$ cat src/logic/tpc_consts.svh
`ifndef TPC_CONSTS_SVH
`define TPC_CONSTS_SVH
`define TPC_ADDR_CTRL 8'h64
`define TPC_ADDR_CONFIG 8'h65
`define TPC_ADDR_INDEX 8'h66
`define TPC_ADDR_VALUE 8'h67
`define TPC_CTRL_RESET 8'h10
`define TPC_CONFIG_RESET 8'h00
`define TPC_INDEX_RESET 8'h00
`define TPC_BIT_SCROLL 0
`define TPC_BIT_INVERT 1
`define TPC_BIT_TSEL 2
`define TPC_BIT_EXTCLK 3
`define TPC_BIT_18B 4
`define TPC_CFG_MASK 8'h1f
`define TPC_IDX_DWELL 8'h00
`define TPC_DWELL_RESET 8'h01
`define TPC_PAT_FIRST 4'h1
`define TPC_PAT_LAST 4'he
`endif

$ cat src/logic/tpc_pkg.sv
package tpc_pkg;
  // live controls as the generator sees them
  typedef struct packed {
    logic timing_source_select;
    logic ext_clk_sel;
    logic invert;
    logic scroll;
    logic color_18b;
    logic [3:0] pattern;
  } tpc_ctrl_s;
  // serial control bus register access, one cycle strobe
  typedef struct packed {
    logic wr;
    logic rd;
    logic [7:0] addr;
    logic [7:0] wdata;
  } tpc_req_s;
endpackage

$ cat src/logic/tpc_regs.sv
`timescale 1ns/100ps
`default_nettype none
`include "tpc_consts.svh"
module tpc_regs #(
  parameter int IND_DEPTH = 256
) (
  // clock and reset
  input wire logic clk_i,
  input wire logic resetn_i,
  // register access
  input wire tpc_pkg::tpc_req_s req_i,
  output logic [7:0] rdata_o,
  output logic rvalid_o,
  // generator side
  input wire logic frame_start_i,
  input wire logic [15:0] pattern_enable_i,
  output tpc_pkg::tpc_ctrl_s ctrl_o,
  output logic [7:0] frame_dwell_count_o,
  output logic use_ext_pclk_o
);
  // register map as software sees it over the serial control bus:
  //   control - fixed pattern select in 7:4, reset value selects pattern 1
  //   config - scroll, invert, timing select, external clock, 18-bit mode
  //   index - picks the indirect byte that the value address reaches
  //   value - window onto the indirect store
  //   indirect byte 0 - frame dwell count, reset to one frame
  // every control the generator uses is copied to the live set at frame
  // start only, so software may write at any time without tearing a frame
  // limitation: writes have no response, so software cannot tell when a
  // setting went live other than by counting frames
  // reads answer one cycle after the strobe with rvalid_o; read data
  // then holds until the next read so a slow master can still pick it up
  // the clock source flag is forced to the external clock whenever
  // external timing is chosen, because the bit has no meaning there
  // scroll walks the patterns 1 to 14 that pattern_enable_i allows,
  // wrapping from the last enabled one back to the first
  // reserved config bits are dropped on write and read back as zero

  // bus-facing registers
  logic [7:0] ctrl_reg_ff, nxt_ctrl_reg;
  logic [7:0] cfg_ff, nxt_cfg;
  logic [7:0] indirect_index_ff, nxt_indirect_index;

  // indirect store, byte 0 is the frame dwell count
  logic [7:0] ind_mem_ff [IND_DEPTH];

  // read answer
  logic [7:0] rdata_ff, nxt_rdata;
  logic rvalid_ff, nxt_rvalid;

  // frame-synchronous copies seen by the generator
  tpc_pkg::tpc_ctrl_s live_ff, nxt_live;

  // scroll state: current scroll pattern and frames spent on it
  logic [3:0] scroll_pat_ff, nxt_scroll_pat;
  logic [7:0] frames_ff, nxt_frames;
  logic [7:0] dwell_ff, nxt_dwell;
  logic ext_ff, nxt_ext;

  // address match; a function since every decode below uses it
  function automatic logic hit(input tpc_pkg::tpc_req_s r, input logic [7:0] a);
    return r.addr == a;
  endfunction

  // next enabled pattern after the current one, wrapping over the usable range
  // trade-off: a fixed 14-step loop is larger than a priority encoder
  // but keeps the wrap order plain; no enabled pattern keeps the current one
  // patterns 0 and 15 are never chosen, they are reserved
  function automatic logic [3:0] next_pat(input logic [3:0] cur, input logic [15:0] en);
    logic [3:0] p;
    logic found;
    p = cur;
    found = 1'b0;
    for (int i = 0; i < 14; i++) begin
      p = (p >= `TPC_PAT_LAST || p < `TPC_PAT_FIRST) ? `TPC_PAT_FIRST : 4'(p + 4'h1);
      if (!found && en[p]) begin
        found = 1'b1;
        next_pat = p;
      end
    end
    if (!found) begin
      next_pat = cur;
    end
  endfunction

  // register writes and read data
  // unmapped addresses read zero and ignore writes
  // a value read uses the index as it stands before any write in the
  // same cycle; a master never issues both strobes at once
  always_comb begin
    nxt_ctrl_reg = ctrl_reg_ff;
    nxt_cfg = cfg_ff;
    nxt_indirect_index = indirect_index_ff;
    nxt_rdata = rdata_ff;
    nxt_rvalid = req_i.rd;
    if (req_i.wr) begin
      if (hit(req_i, `TPC_ADDR_CTRL)) begin
        nxt_ctrl_reg = req_i.wdata;
      end
      if (hit(req_i, `TPC_ADDR_CONFIG)) begin
        nxt_cfg = req_i.wdata & `TPC_CFG_MASK; // reserved bits read zero
      end
      if (hit(req_i, `TPC_ADDR_INDEX)) begin
        nxt_indirect_index = req_i.wdata;
      end
    end
    // read data follows the decoded address
    if (req_i.rd) begin
      if (hit(req_i, `TPC_ADDR_CTRL)) begin
        nxt_rdata = ctrl_reg_ff;
      end else if (hit(req_i, `TPC_ADDR_CONFIG)) begin
        nxt_rdata = cfg_ff;
      end else if (hit(req_i, `TPC_ADDR_INDEX)) begin
        nxt_rdata = indirect_index_ff;
      end else if (hit(req_i, `TPC_ADDR_VALUE)) begin
        nxt_rdata = ind_mem_ff[indirect_index_ff];
      end else begin
        nxt_rdata = 8'h00;
      end
    end
  end

  // bus registers, asynchronous reset to their defaults
  always_ff @(posedge clk_i or negedge resetn_i) begin
    if (!resetn_i) begin
      ctrl_reg_ff <= `TPC_CTRL_RESET;
      cfg_ff <= `TPC_CONFIG_RESET;
      indirect_index_ff <= `TPC_INDEX_RESET;
      rdata_ff <= 8'h00;
      rvalid_ff <= 1'b0;
    end else begin
      ctrl_reg_ff <= nxt_ctrl_reg;
      cfg_ff <= nxt_cfg;
      indirect_index_ff <= nxt_indirect_index;
      rdata_ff <= nxt_rdata;
      rvalid_ff <= nxt_rvalid;
    end
  end

  // indirect storage; the index must already be loaded by software
  // hazard: a value access before the index is loaded reaches whatever
  // byte the stale index points at; nothing here can detect that
  // the store has no byte enables, each write replaces a whole byte
  always_ff @(posedge clk_i or negedge resetn_i) begin
    if (!resetn_i) begin
      for (int i = 0; i < IND_DEPTH; i++) begin
        ind_mem_ff[i] <= (i == 0) ? `TPC_DWELL_RESET : 8'h00;
      end
    end else if (req_i.wr && hit(req_i, `TPC_ADDR_VALUE)) begin
      ind_mem_ff[indirect_index_ff] <= req_i.wdata;
    end
  end

  // live settings: sampled only at frame start so a frame never mixes settings
  always_comb begin
    nxt_live = live_ff;
    nxt_scroll_pat = scroll_pat_ff;
    nxt_frames = frames_ff;
    nxt_dwell = dwell_ff;
    nxt_ext = ext_ff;
    if (frame_start_i) begin
      // copy the config bits as they stand at this frame start
      nxt_live.timing_source_select = cfg_ff[`TPC_BIT_TSEL];
      nxt_live.ext_clk_sel = cfg_ff[`TPC_BIT_EXTCLK];
      nxt_live.invert = cfg_ff[`TPC_BIT_INVERT];
      nxt_live.scroll = cfg_ff[`TPC_BIT_SCROLL];
      nxt_live.color_18b = cfg_ff[`TPC_BIT_18B];
      nxt_dwell = ind_mem_ff[`TPC_IDX_DWELL];
      // external timing forces the external pixel clock; bit 3 is moot there
      nxt_ext = !cfg_ff[`TPC_BIT_TSEL] || cfg_ff[`TPC_BIT_EXTCLK];
      // scroll bookkeeping: the first scrolling frame starts from the last
      // fixed pattern; a dwell of zero behaves like a dwell of one frame
      // scroll off clears the frame counter so a later scroll starts fresh
      if (cfg_ff[`TPC_BIT_SCROLL]) begin
        // fixed select ignored while scrolling
        if (!live_ff.scroll) begin
          nxt_scroll_pat = live_ff.pattern;
          nxt_frames = 8'h00;
        end else if (8'(frames_ff + 8'h01) >= dwell_ff) begin
          nxt_scroll_pat = next_pat(scroll_pat_ff, pattern_enable_i);
          nxt_frames = 8'h00;
        end else begin
          nxt_frames = 8'(frames_ff + 8'h01);
        end
        nxt_live.pattern = nxt_scroll_pat;
      end else begin
        nxt_live.pattern = ctrl_reg_ff[7:4];
        nxt_frames = 8'h00;
      end
    end
  end

  // live copies; reset leaves external timing and its clock in force
  always_ff @(posedge clk_i or negedge resetn_i) begin
    if (!resetn_i) begin
      live_ff <= '0;
      scroll_pat_ff <= `TPC_PAT_FIRST;
      frames_ff <= 8'h00;
      dwell_ff <= `TPC_DWELL_RESET;
      ext_ff <= 1'b1;
    end else begin
      live_ff <= nxt_live;
      scroll_pat_ff <= nxt_scroll_pat;
      frames_ff <= nxt_frames;
      dwell_ff <= nxt_dwell;
      ext_ff <= nxt_ext;
    end
  end

  // outputs straight from their flip-flops
  assign rdata_o = rdata_ff;
  assign rvalid_o = rvalid_ff;
  assign ctrl_o = live_ff;
  assign frame_dwell_count_o = dwell_ff;
  assign use_ext_pclk_o = ext_ff;
endmodule // tpc_regs
`default_nettype wire

$ cat config.mk
export PLATFORM = sky130hd
export DESIGN_NAME = tpc_regs
export DESIGN_NICKNAME = d
export VERILOG_FILES = /design/src/logic/tpc_pkg.sv /design/src/logic/tpc_regs.sv
export VERILOG_INCLUDE_DIRS = /design/src /design/src/logic
export SDC_FILE = /design/constraint.sdc
export NUM_CORES = 2
export LEC_CHECK = 0
export ABC_CLOCK_PERIOD_IN_PS = 19800
export BUFFER_PORTS_ARGS = -buffer_cell sky130_fd_sc_hd__clkbuf_2
export CORE_MARGIN = 1
export CORE_UTILIZATION = 41
export CTS_CLUSTER_DIAMETER = 60
export DETAILED_ROUTE_END_ITERATION = 7
export GPL_ROUTABILITY_DRIVEN = 0
export HOLD_SLACK_MARGIN = 0.08
export SLEW_MARGIN = 5
export SYNTH_ARGS = -nofsm -noshare
export SYNTH_HDL_FRONTEND = slang
export SYNTH_SLANG_ARGS = --single-unit
$ cat constraint.sdc
create_clock -name clk_i -period 19.8 [get_ports clk_i]
set_input_delay 3.96 -clock clk_i [delete_from_list [all_inputs] [get_ports clk_i]]
set_output_delay 3.96 -clock clk_i [all_outputs]
set_load 0.02 [all_outputs]
# Word level (Yosys, flattened, before mapping)
# Index checks and enable logic that the tools add are counted.
totals:
  ff_bits: 2108
  latch_bits: 0
  mem_bits_rw: 0
  mem_bits_ro: 0
  input_bits: 37
  output_inout_bits: 27
  mem_count: 0
op_classes:
  n_addsub: 15
  n_mul: 0
  div: 0
  n_lt_le_gt_ge: 45
  n_eq_ne: 4
  shift: 0
  mux: 143
  n_bitwise: 1
  reduce_logical: 48
ops:
  columns: ["op", "count"]
  rows:
  - ["2048-bit bitwise mux", 1]
  - ["4-bit two-way mux", 32]
  - ["1-bit two-way mux", 84]
  - ["8-bit two-way mux", 10]
  - ["4-bit by 5-bit < comparator with 1-bit output (second input constant)", 14]
  - ["8-bit binary-select mux with 8-bit select", 1]
  - ["8-bit demux with 8-bit select", 1]
  - ["4-bit by 1-bit adder with 4-bit output (second input constant)", 14]
  - ["1-bit binary-select mux with 4-bit select", 14]
  - ["4-bit greater-or-equal comparator (second input constant)", 14]
  - ["4-bit by 1-bit < comparator with 1-bit output (second input constant)", 14]
  - ["8-bit by 7-bit == test with 1-bit output (second input constant)", 4]
  - ["1-bit logical AND", 15]
  - ["1-bit logical OR", 15]
  - ["1-bit logical NOT", 14]
  - ["9-bit greater-or-equal comparator (second input constant)", 1]
  - ["9-bit by 1-bit < comparator with 1-bit output (second input constant)", 1]
  - ["8-bit inverter with 9-bit output", 1]
  - ["8-bit by 1-bit adder with 8-bit output (second input constant)", 1]
  - ["8-bit greater-or-equal comparator", 1]
  - ["2-bit AND reduction", 4]

# Depth between registers and ports, before layout
depth:
  ltp_word: 105
  mapped_depth: 87
  mapped_depth_nobuf: 78

# Worst setup path after synthesis
# OpenSTA, ideal clock, no wires.
synth_path:
  path_type: "flip-flop to flip-flop"
  from: "reg scroll_pat_ff[0]"
  to: "reg live_ff, in the netlist ctrl_o[0]"
  setup_time_ns: 0.119
  arrival_time_ns: 15.239
  required_ns: 19.681
  slack_ns: 4.442
  path_stages_with_launch: 83
  path_buffers: 10
  path_cell_list: "dfstp_2 > clkbuf_1 > inv_1 > ha_1 > o211ai_2 > and2_1 > nand2_1 > clkinv_1 > clkbuf_1 > ha_1 > a21o_1 > a211oi_1 > a211o_1 > buf_2 > nand2_1 > inv_1 > ha_1 > o31ai_1 > [... 47 more ...] > or3_1 > and2_1 > buf_6 > nand2_4 > inv_2 > buf_2 > ha_1 > and2_1 > a221o_1 > buf_6 > ha_1 > or3_1 > a211oi_1 > and2_4 > o21bai_4 > and4_1 > a221o_1 > o21a_1"
synth_between:
  elab_chain_cells: 105
synth_rtl:
  columns: ["item", "line", "rtl"]
  rows:
  - ["start, declared", "tpc_regs.sv:55", "logic [3:0] scroll_pat_ff, nxt_scroll_pat;"]
  - ["start signal, assigned", "tpc_regs.sv:197", "scroll_pat_ff <= `TPC_PAT_FIRST;"]
  - ["start signal, assigned", "tpc_regs.sv:203", "scroll_pat_ff <= nxt_scroll_pat;"]
  - ["4-bit greater-or-equal comparator (no source line) or 4-bit by 1-bit < comparator with 1-bit output (tied branches)", null, null]
  - ["1-bit logical OR (no source line)", null, null]
  - ["4-bit two-way mux", "tpc_regs.sv:75", "p = (p >= `TPC_PAT_LAST || p < `TPC_PAT_FIRST) ? `TPC_PAT_FIRST : 4'(p + 4'h1);"]
  - ["1-bit binary-select mux with 4-bit select", "tpc_regs.sv:76", "if (!found && en[p]) begin"]
  - ["1-bit two-way mux (not written as such)", "tpc_regs.sv:76", null]
  - ["1-bit two-way mux", "tpc_regs.sv:76", null]
  - ["1-bit two-way mux", "tpc_regs.sv:179", "end else if (8'(frames_ff + 8'h01) >= dwell_ff) begin"]
  - ["1-bit two-way mux", "tpc_regs.sv:176", "if (!live_ff.scroll) begin"]
  - ["[... 89 more ...]", null, null]
  - ["1-bit two-way mux", "tpc_regs.sv:179", null]
  - ["1-bit two-way mux", "tpc_regs.sv:176", null]
  - ["1-bit two-way mux", "tpc_regs.sv:174", "if (cfg_ff[`TPC_BIT_SCROLL]) begin"]
  - ["1-bit two-way mux", "tpc_regs.sv:161", "if (frame_start_i) begin"]
  - ["4-bit two-way mux", "tpc_regs.sv:81", "if (!found) begin"]
  - ["4-bit two-way mux *", "tpc_regs.sv:179", null]
  - ["4-bit two-way mux *", "tpc_regs.sv:176", null]
  - ["4-bit two-way mux *", "tpc_regs.sv:174", null]
  - ["end signal, assigned", "tpc_regs.sv:202", "live_ff <= nxt_live;"]
  - ["end, declared", "tpc_regs.sv:52", "tpc_pkg::tpc_ctrl_s live_ff, nxt_live;"]
# Mark *: on every way between the ends. The rest lies on a longest branch, timed or not. The select of a mux whose other input is x is not followed.
# A chain may end at the register's enable or synchronous reset.

# Worst setup path after layout
layout_path:
  from: "reg scroll_pat_ff[1]"
  to: "reg live_ff, in the netlist ctrl_o[1]"
# The elaborated chain is that of the path after synthesis.

==> qor.yml <==
sta:
  final-max-slew-violation-count: 0
  slew_headroom: 0.120
  clock_skew_ns: 0.0531
  holdWs_ns: 0.497
  rsz0062_at_grt: "no"
  finalCriticalPeriod_ns: 18.57
  fin_tns_setup_ns: 0
  setup_viol: 0
  fmax_ghz: 0.0538
  hold_viol_final: 0
  worst_pin_slew_ns: 1.32
  final.period_utilization: 0.938
worst_setup_path:
  crit_arrival_ns: 19.30
  slowest_delay_ns: 0.55
  cp_max_fo: 16
  worstSetupPathType: "reg2reg"
  critPathRequiredTime_ns: 20.52
  start_kind: "flip-flop"
  endpoint_kind: "flip-flop"
  critPathMostFrequentCell: "ha_1"
  cp_slowest_cell: "a221o_1"
routing:
  vias: 58873
  drc: 5
  dr.first_iter.drc_count: 4272
  routed_via_density: 5.94
  drtPass1Iterations: 8
  routedWlPerCell_um: 27.2
  ant_nets: 0
  finalWirelength_mm: 270
synth:
  ys_ff_latch: 2108
  synth_nets: 6725
  synth.area.top_cells: "dfrtp_1, mux2_2, mux4_2, clkbuf_1, nand2_1"
  synthDistinctLibCells: 128
  ys_async_sr_fraction: 1.00
  synthCells: 6648
  synth_area_leader_cell: "dfrtp_1"
  avgSynthCellArea_um2: 15.3
  ys_seq_area_frac: 0.520
  ys.flop_type: "dfrtp_1"
  synth_edf_count: 0
  netlist.area_leader.share: 0.519
  ys_warn_count: 0
  synth_area_um2: 101000
global_route:
  antenna_found_initial: 12
  grt_pass1_wl_mm: 414
  gr-total-overflow: 0
  grt_max_degree: 179
  grt_usage: 0.218
  grt_pass1_vias: 61518
cts:
  cts_root_buf: "clkbuf_16"
  insertion_delay_ns: 0.87
  cts.sinks: 2108
  cts_max_path_buffers: 3
  cts_tree: "done"
  numCtsBuffers: 224
  hold_buffers: 0
  htreeDepth: 4
  clk_pin_slew_ns: 0.06
placement:
  hpwl_mm: 167
  portBuffers: 63
layout:
  drive_above_1_share: 0.505
  nNetsFinal: 6594
  areaGrowthSynthToFinish_pct: 10.8
flow_run:
  drv_cap: 0
floorplanning:
  die_x_um: 499
  io_pins: 64
  dieArea_um2: 249000
  core_area_um2: 246000
  rows: 182
  die_height_um: 499
  start_util: 0.412
outcome:
  violations: "design-rule violations"
  status: "complete, but fails checks"
min_path:
  min_path_type: "reg2reg"
[cells in the mapped netlist (all sizes together) (20+ instances only)]
master and n:
a21oi 57, a221oi 20, a31oi 23, buf 88, clkbuf 413, dfrtp 2103, ha 40, inv 74
mux2 2087, mux2i 63, mux4 682, nand2 285, nand2b 22, nand3 40, nor2 188, nor3 42
o211ai 21, o21ai 76
[critical path, delay by kind of cell, from the launching register on]
| family | cells | cell delay, ns |
|---|---|---|
| fa+ha+maj | 14 | 3.73 |
| flops | 1 | 0.48 |
| buf+inv | 15 | 2.62 |
| compound gates | 19 | 4.85 |
| simple gates | 23 | 6.07 |
| mux | 3 | 0.62 |
[flip-flops by register name (all words and copies together) (netlist names)]
| register | flops |
|---|---|
| ind_mem_ff | 2048 |
| ctrl_o | 9 |
| ctrl_reg_ff | 8 |
| frame_dwell_count_o | 8 |
| frames_ff | 8 |
| indirect_index_ff | 8 |
| rdata_o | 8 |
| cfg_ff | 5 |
| scroll_pat_ff | 4 |
| rvalid_o | 1 |
| use_ext_pclk_o | 1 |
[cells in the final DEF, fill, tap and decap left out, drive strengths merged, types with 9 or more instances in the layout]
master | netlist | routed
or3 | 10 | 10
xnor2 | 12 | 12
a21oi | 57 | 57
nand4 | 9 | 9
nand2b | 22 | 22
o211ai | 21 | 21
nor3 | 42 | 42
nor2b | 17 | 17
buf | 88 | 90
a31oi | 23 | 23
o31ai | 9 | 9
mux4 | 682 | 682
bufinv | 0 | 11
nand2 | 285 | 285
mux2i | 63 | 63
nand3 | 40 | 40
a221oi | 20 | 20
or2 | 16 | 16
a211oi | 15 | 15
clkbuf | 413 | 394
and2 | 13 | 13
o221ai | 9 | 9
a22oi | 17 | 17
dfrtp | 2103 | 2103
a32o | 9 | 9
o22ai | 13 | 13
o21ai | 76 | 76
inv | 74 | 85
ha | 40 | 40
nor2 | 188 | 188
mux2 | 2087 | 2087
clkinv | 5 | 44
a311oi | 10 | 10
[final cells by class]
type	instances	area, um2
diodes	4	10.0
fillers	21387	134000
clock inverters	63	810
clock buffers	340	6680
multi-input cells	3960	46500
well taps	3220	4030
inverters	79	300
flip-flops and latches	2108	52800
repair buffers	144	1180
[repair_timing]
action	in CTS	in global routing
buffers inserted	0	5
endpoints found under the setup margin	0	8
gates resized for setup	0	4
hold endpoints to repair	0	0
[metal layers]
layer	up-vias	share of wire	global-route usage
li1	24869	-	-
met1	32160	0.45	0.309
met2	1399	0.48	0.350
met3	443	0.042	0.0288
met4	2	0.028	0.0646
met5	-	0.000048	0
[cells by family (layout without fill, tap and decap cells)]
group,count (synthesis),in the layout,share of synthesized area
AOI/OAI and AO/OA,395,395,0.0305
xor gates and xnor gates,16,16,0.00172
adders and majority gates,40,40,0.00494
buffers and inverters,580,626,0.0222
DFF,2108,2108,0.520
muxes,2832,2832,0.390
other,0,4,0
and+or+nand+nor,677,677,0.0307
[through the flow]
| step | std cells | util | setup WS (ns) | area (um2) |
|---|---|---|---|---|
| 2_1_floorplan | 6648 | - | 4.44 | 101000 |
| 3_3_place_gp | 9506 | 0.426 | 1.33 | 105000 |
| 3_5_place_dp | 9506 | 0.426 | 0.906 | 105000 |
| 4_1_cts | 9909 | 0.456 | 0.831 | 112000 |
| 5_1_grt | 9917 | 0.457 | 0.0267 | 112000 |
| 6_report | 9918 | 0.457 | 1.23 | 112000 |
[final timing paths]
check / startpoint / end / slack (ns) / cells past startpoint
min reg2reg: ind_mem_ff[1163]$_DFFE_PN0P_ / ind_mem_ff[1163]$_DFFE_PN0P_ / 0.50 / 1
min: ind_mem_ff[1163]$_DFFE_PN0P_ / ind_mem_ff[1163]$_DFFE_PN0P_ / 0.50 / 1
min in group asynchronous: resetn_i / ind_mem_ff[2010]$_DFFE_PN0P_ / 3.03 / 1
max reg2reg: scroll_pat_ff[1]$_DFFE_PN0P_ / ctrl_o[1]$_DFFE_PN0P_ / 1.23 / 74
max: scroll_pat_ff[1]$_DFFE_PN0P_ / ctrl_o[1]$_DFFE_PN0P_ / 1.23 / 74
max in group asynchronous: resetn_i / ind_mem_ff[327]$_DFFE_PN0P_ / 12.75 / 5
Power is not shown: default switching activity piles up to over one toggle a cycle in this logic, so the estimate is an artifact.
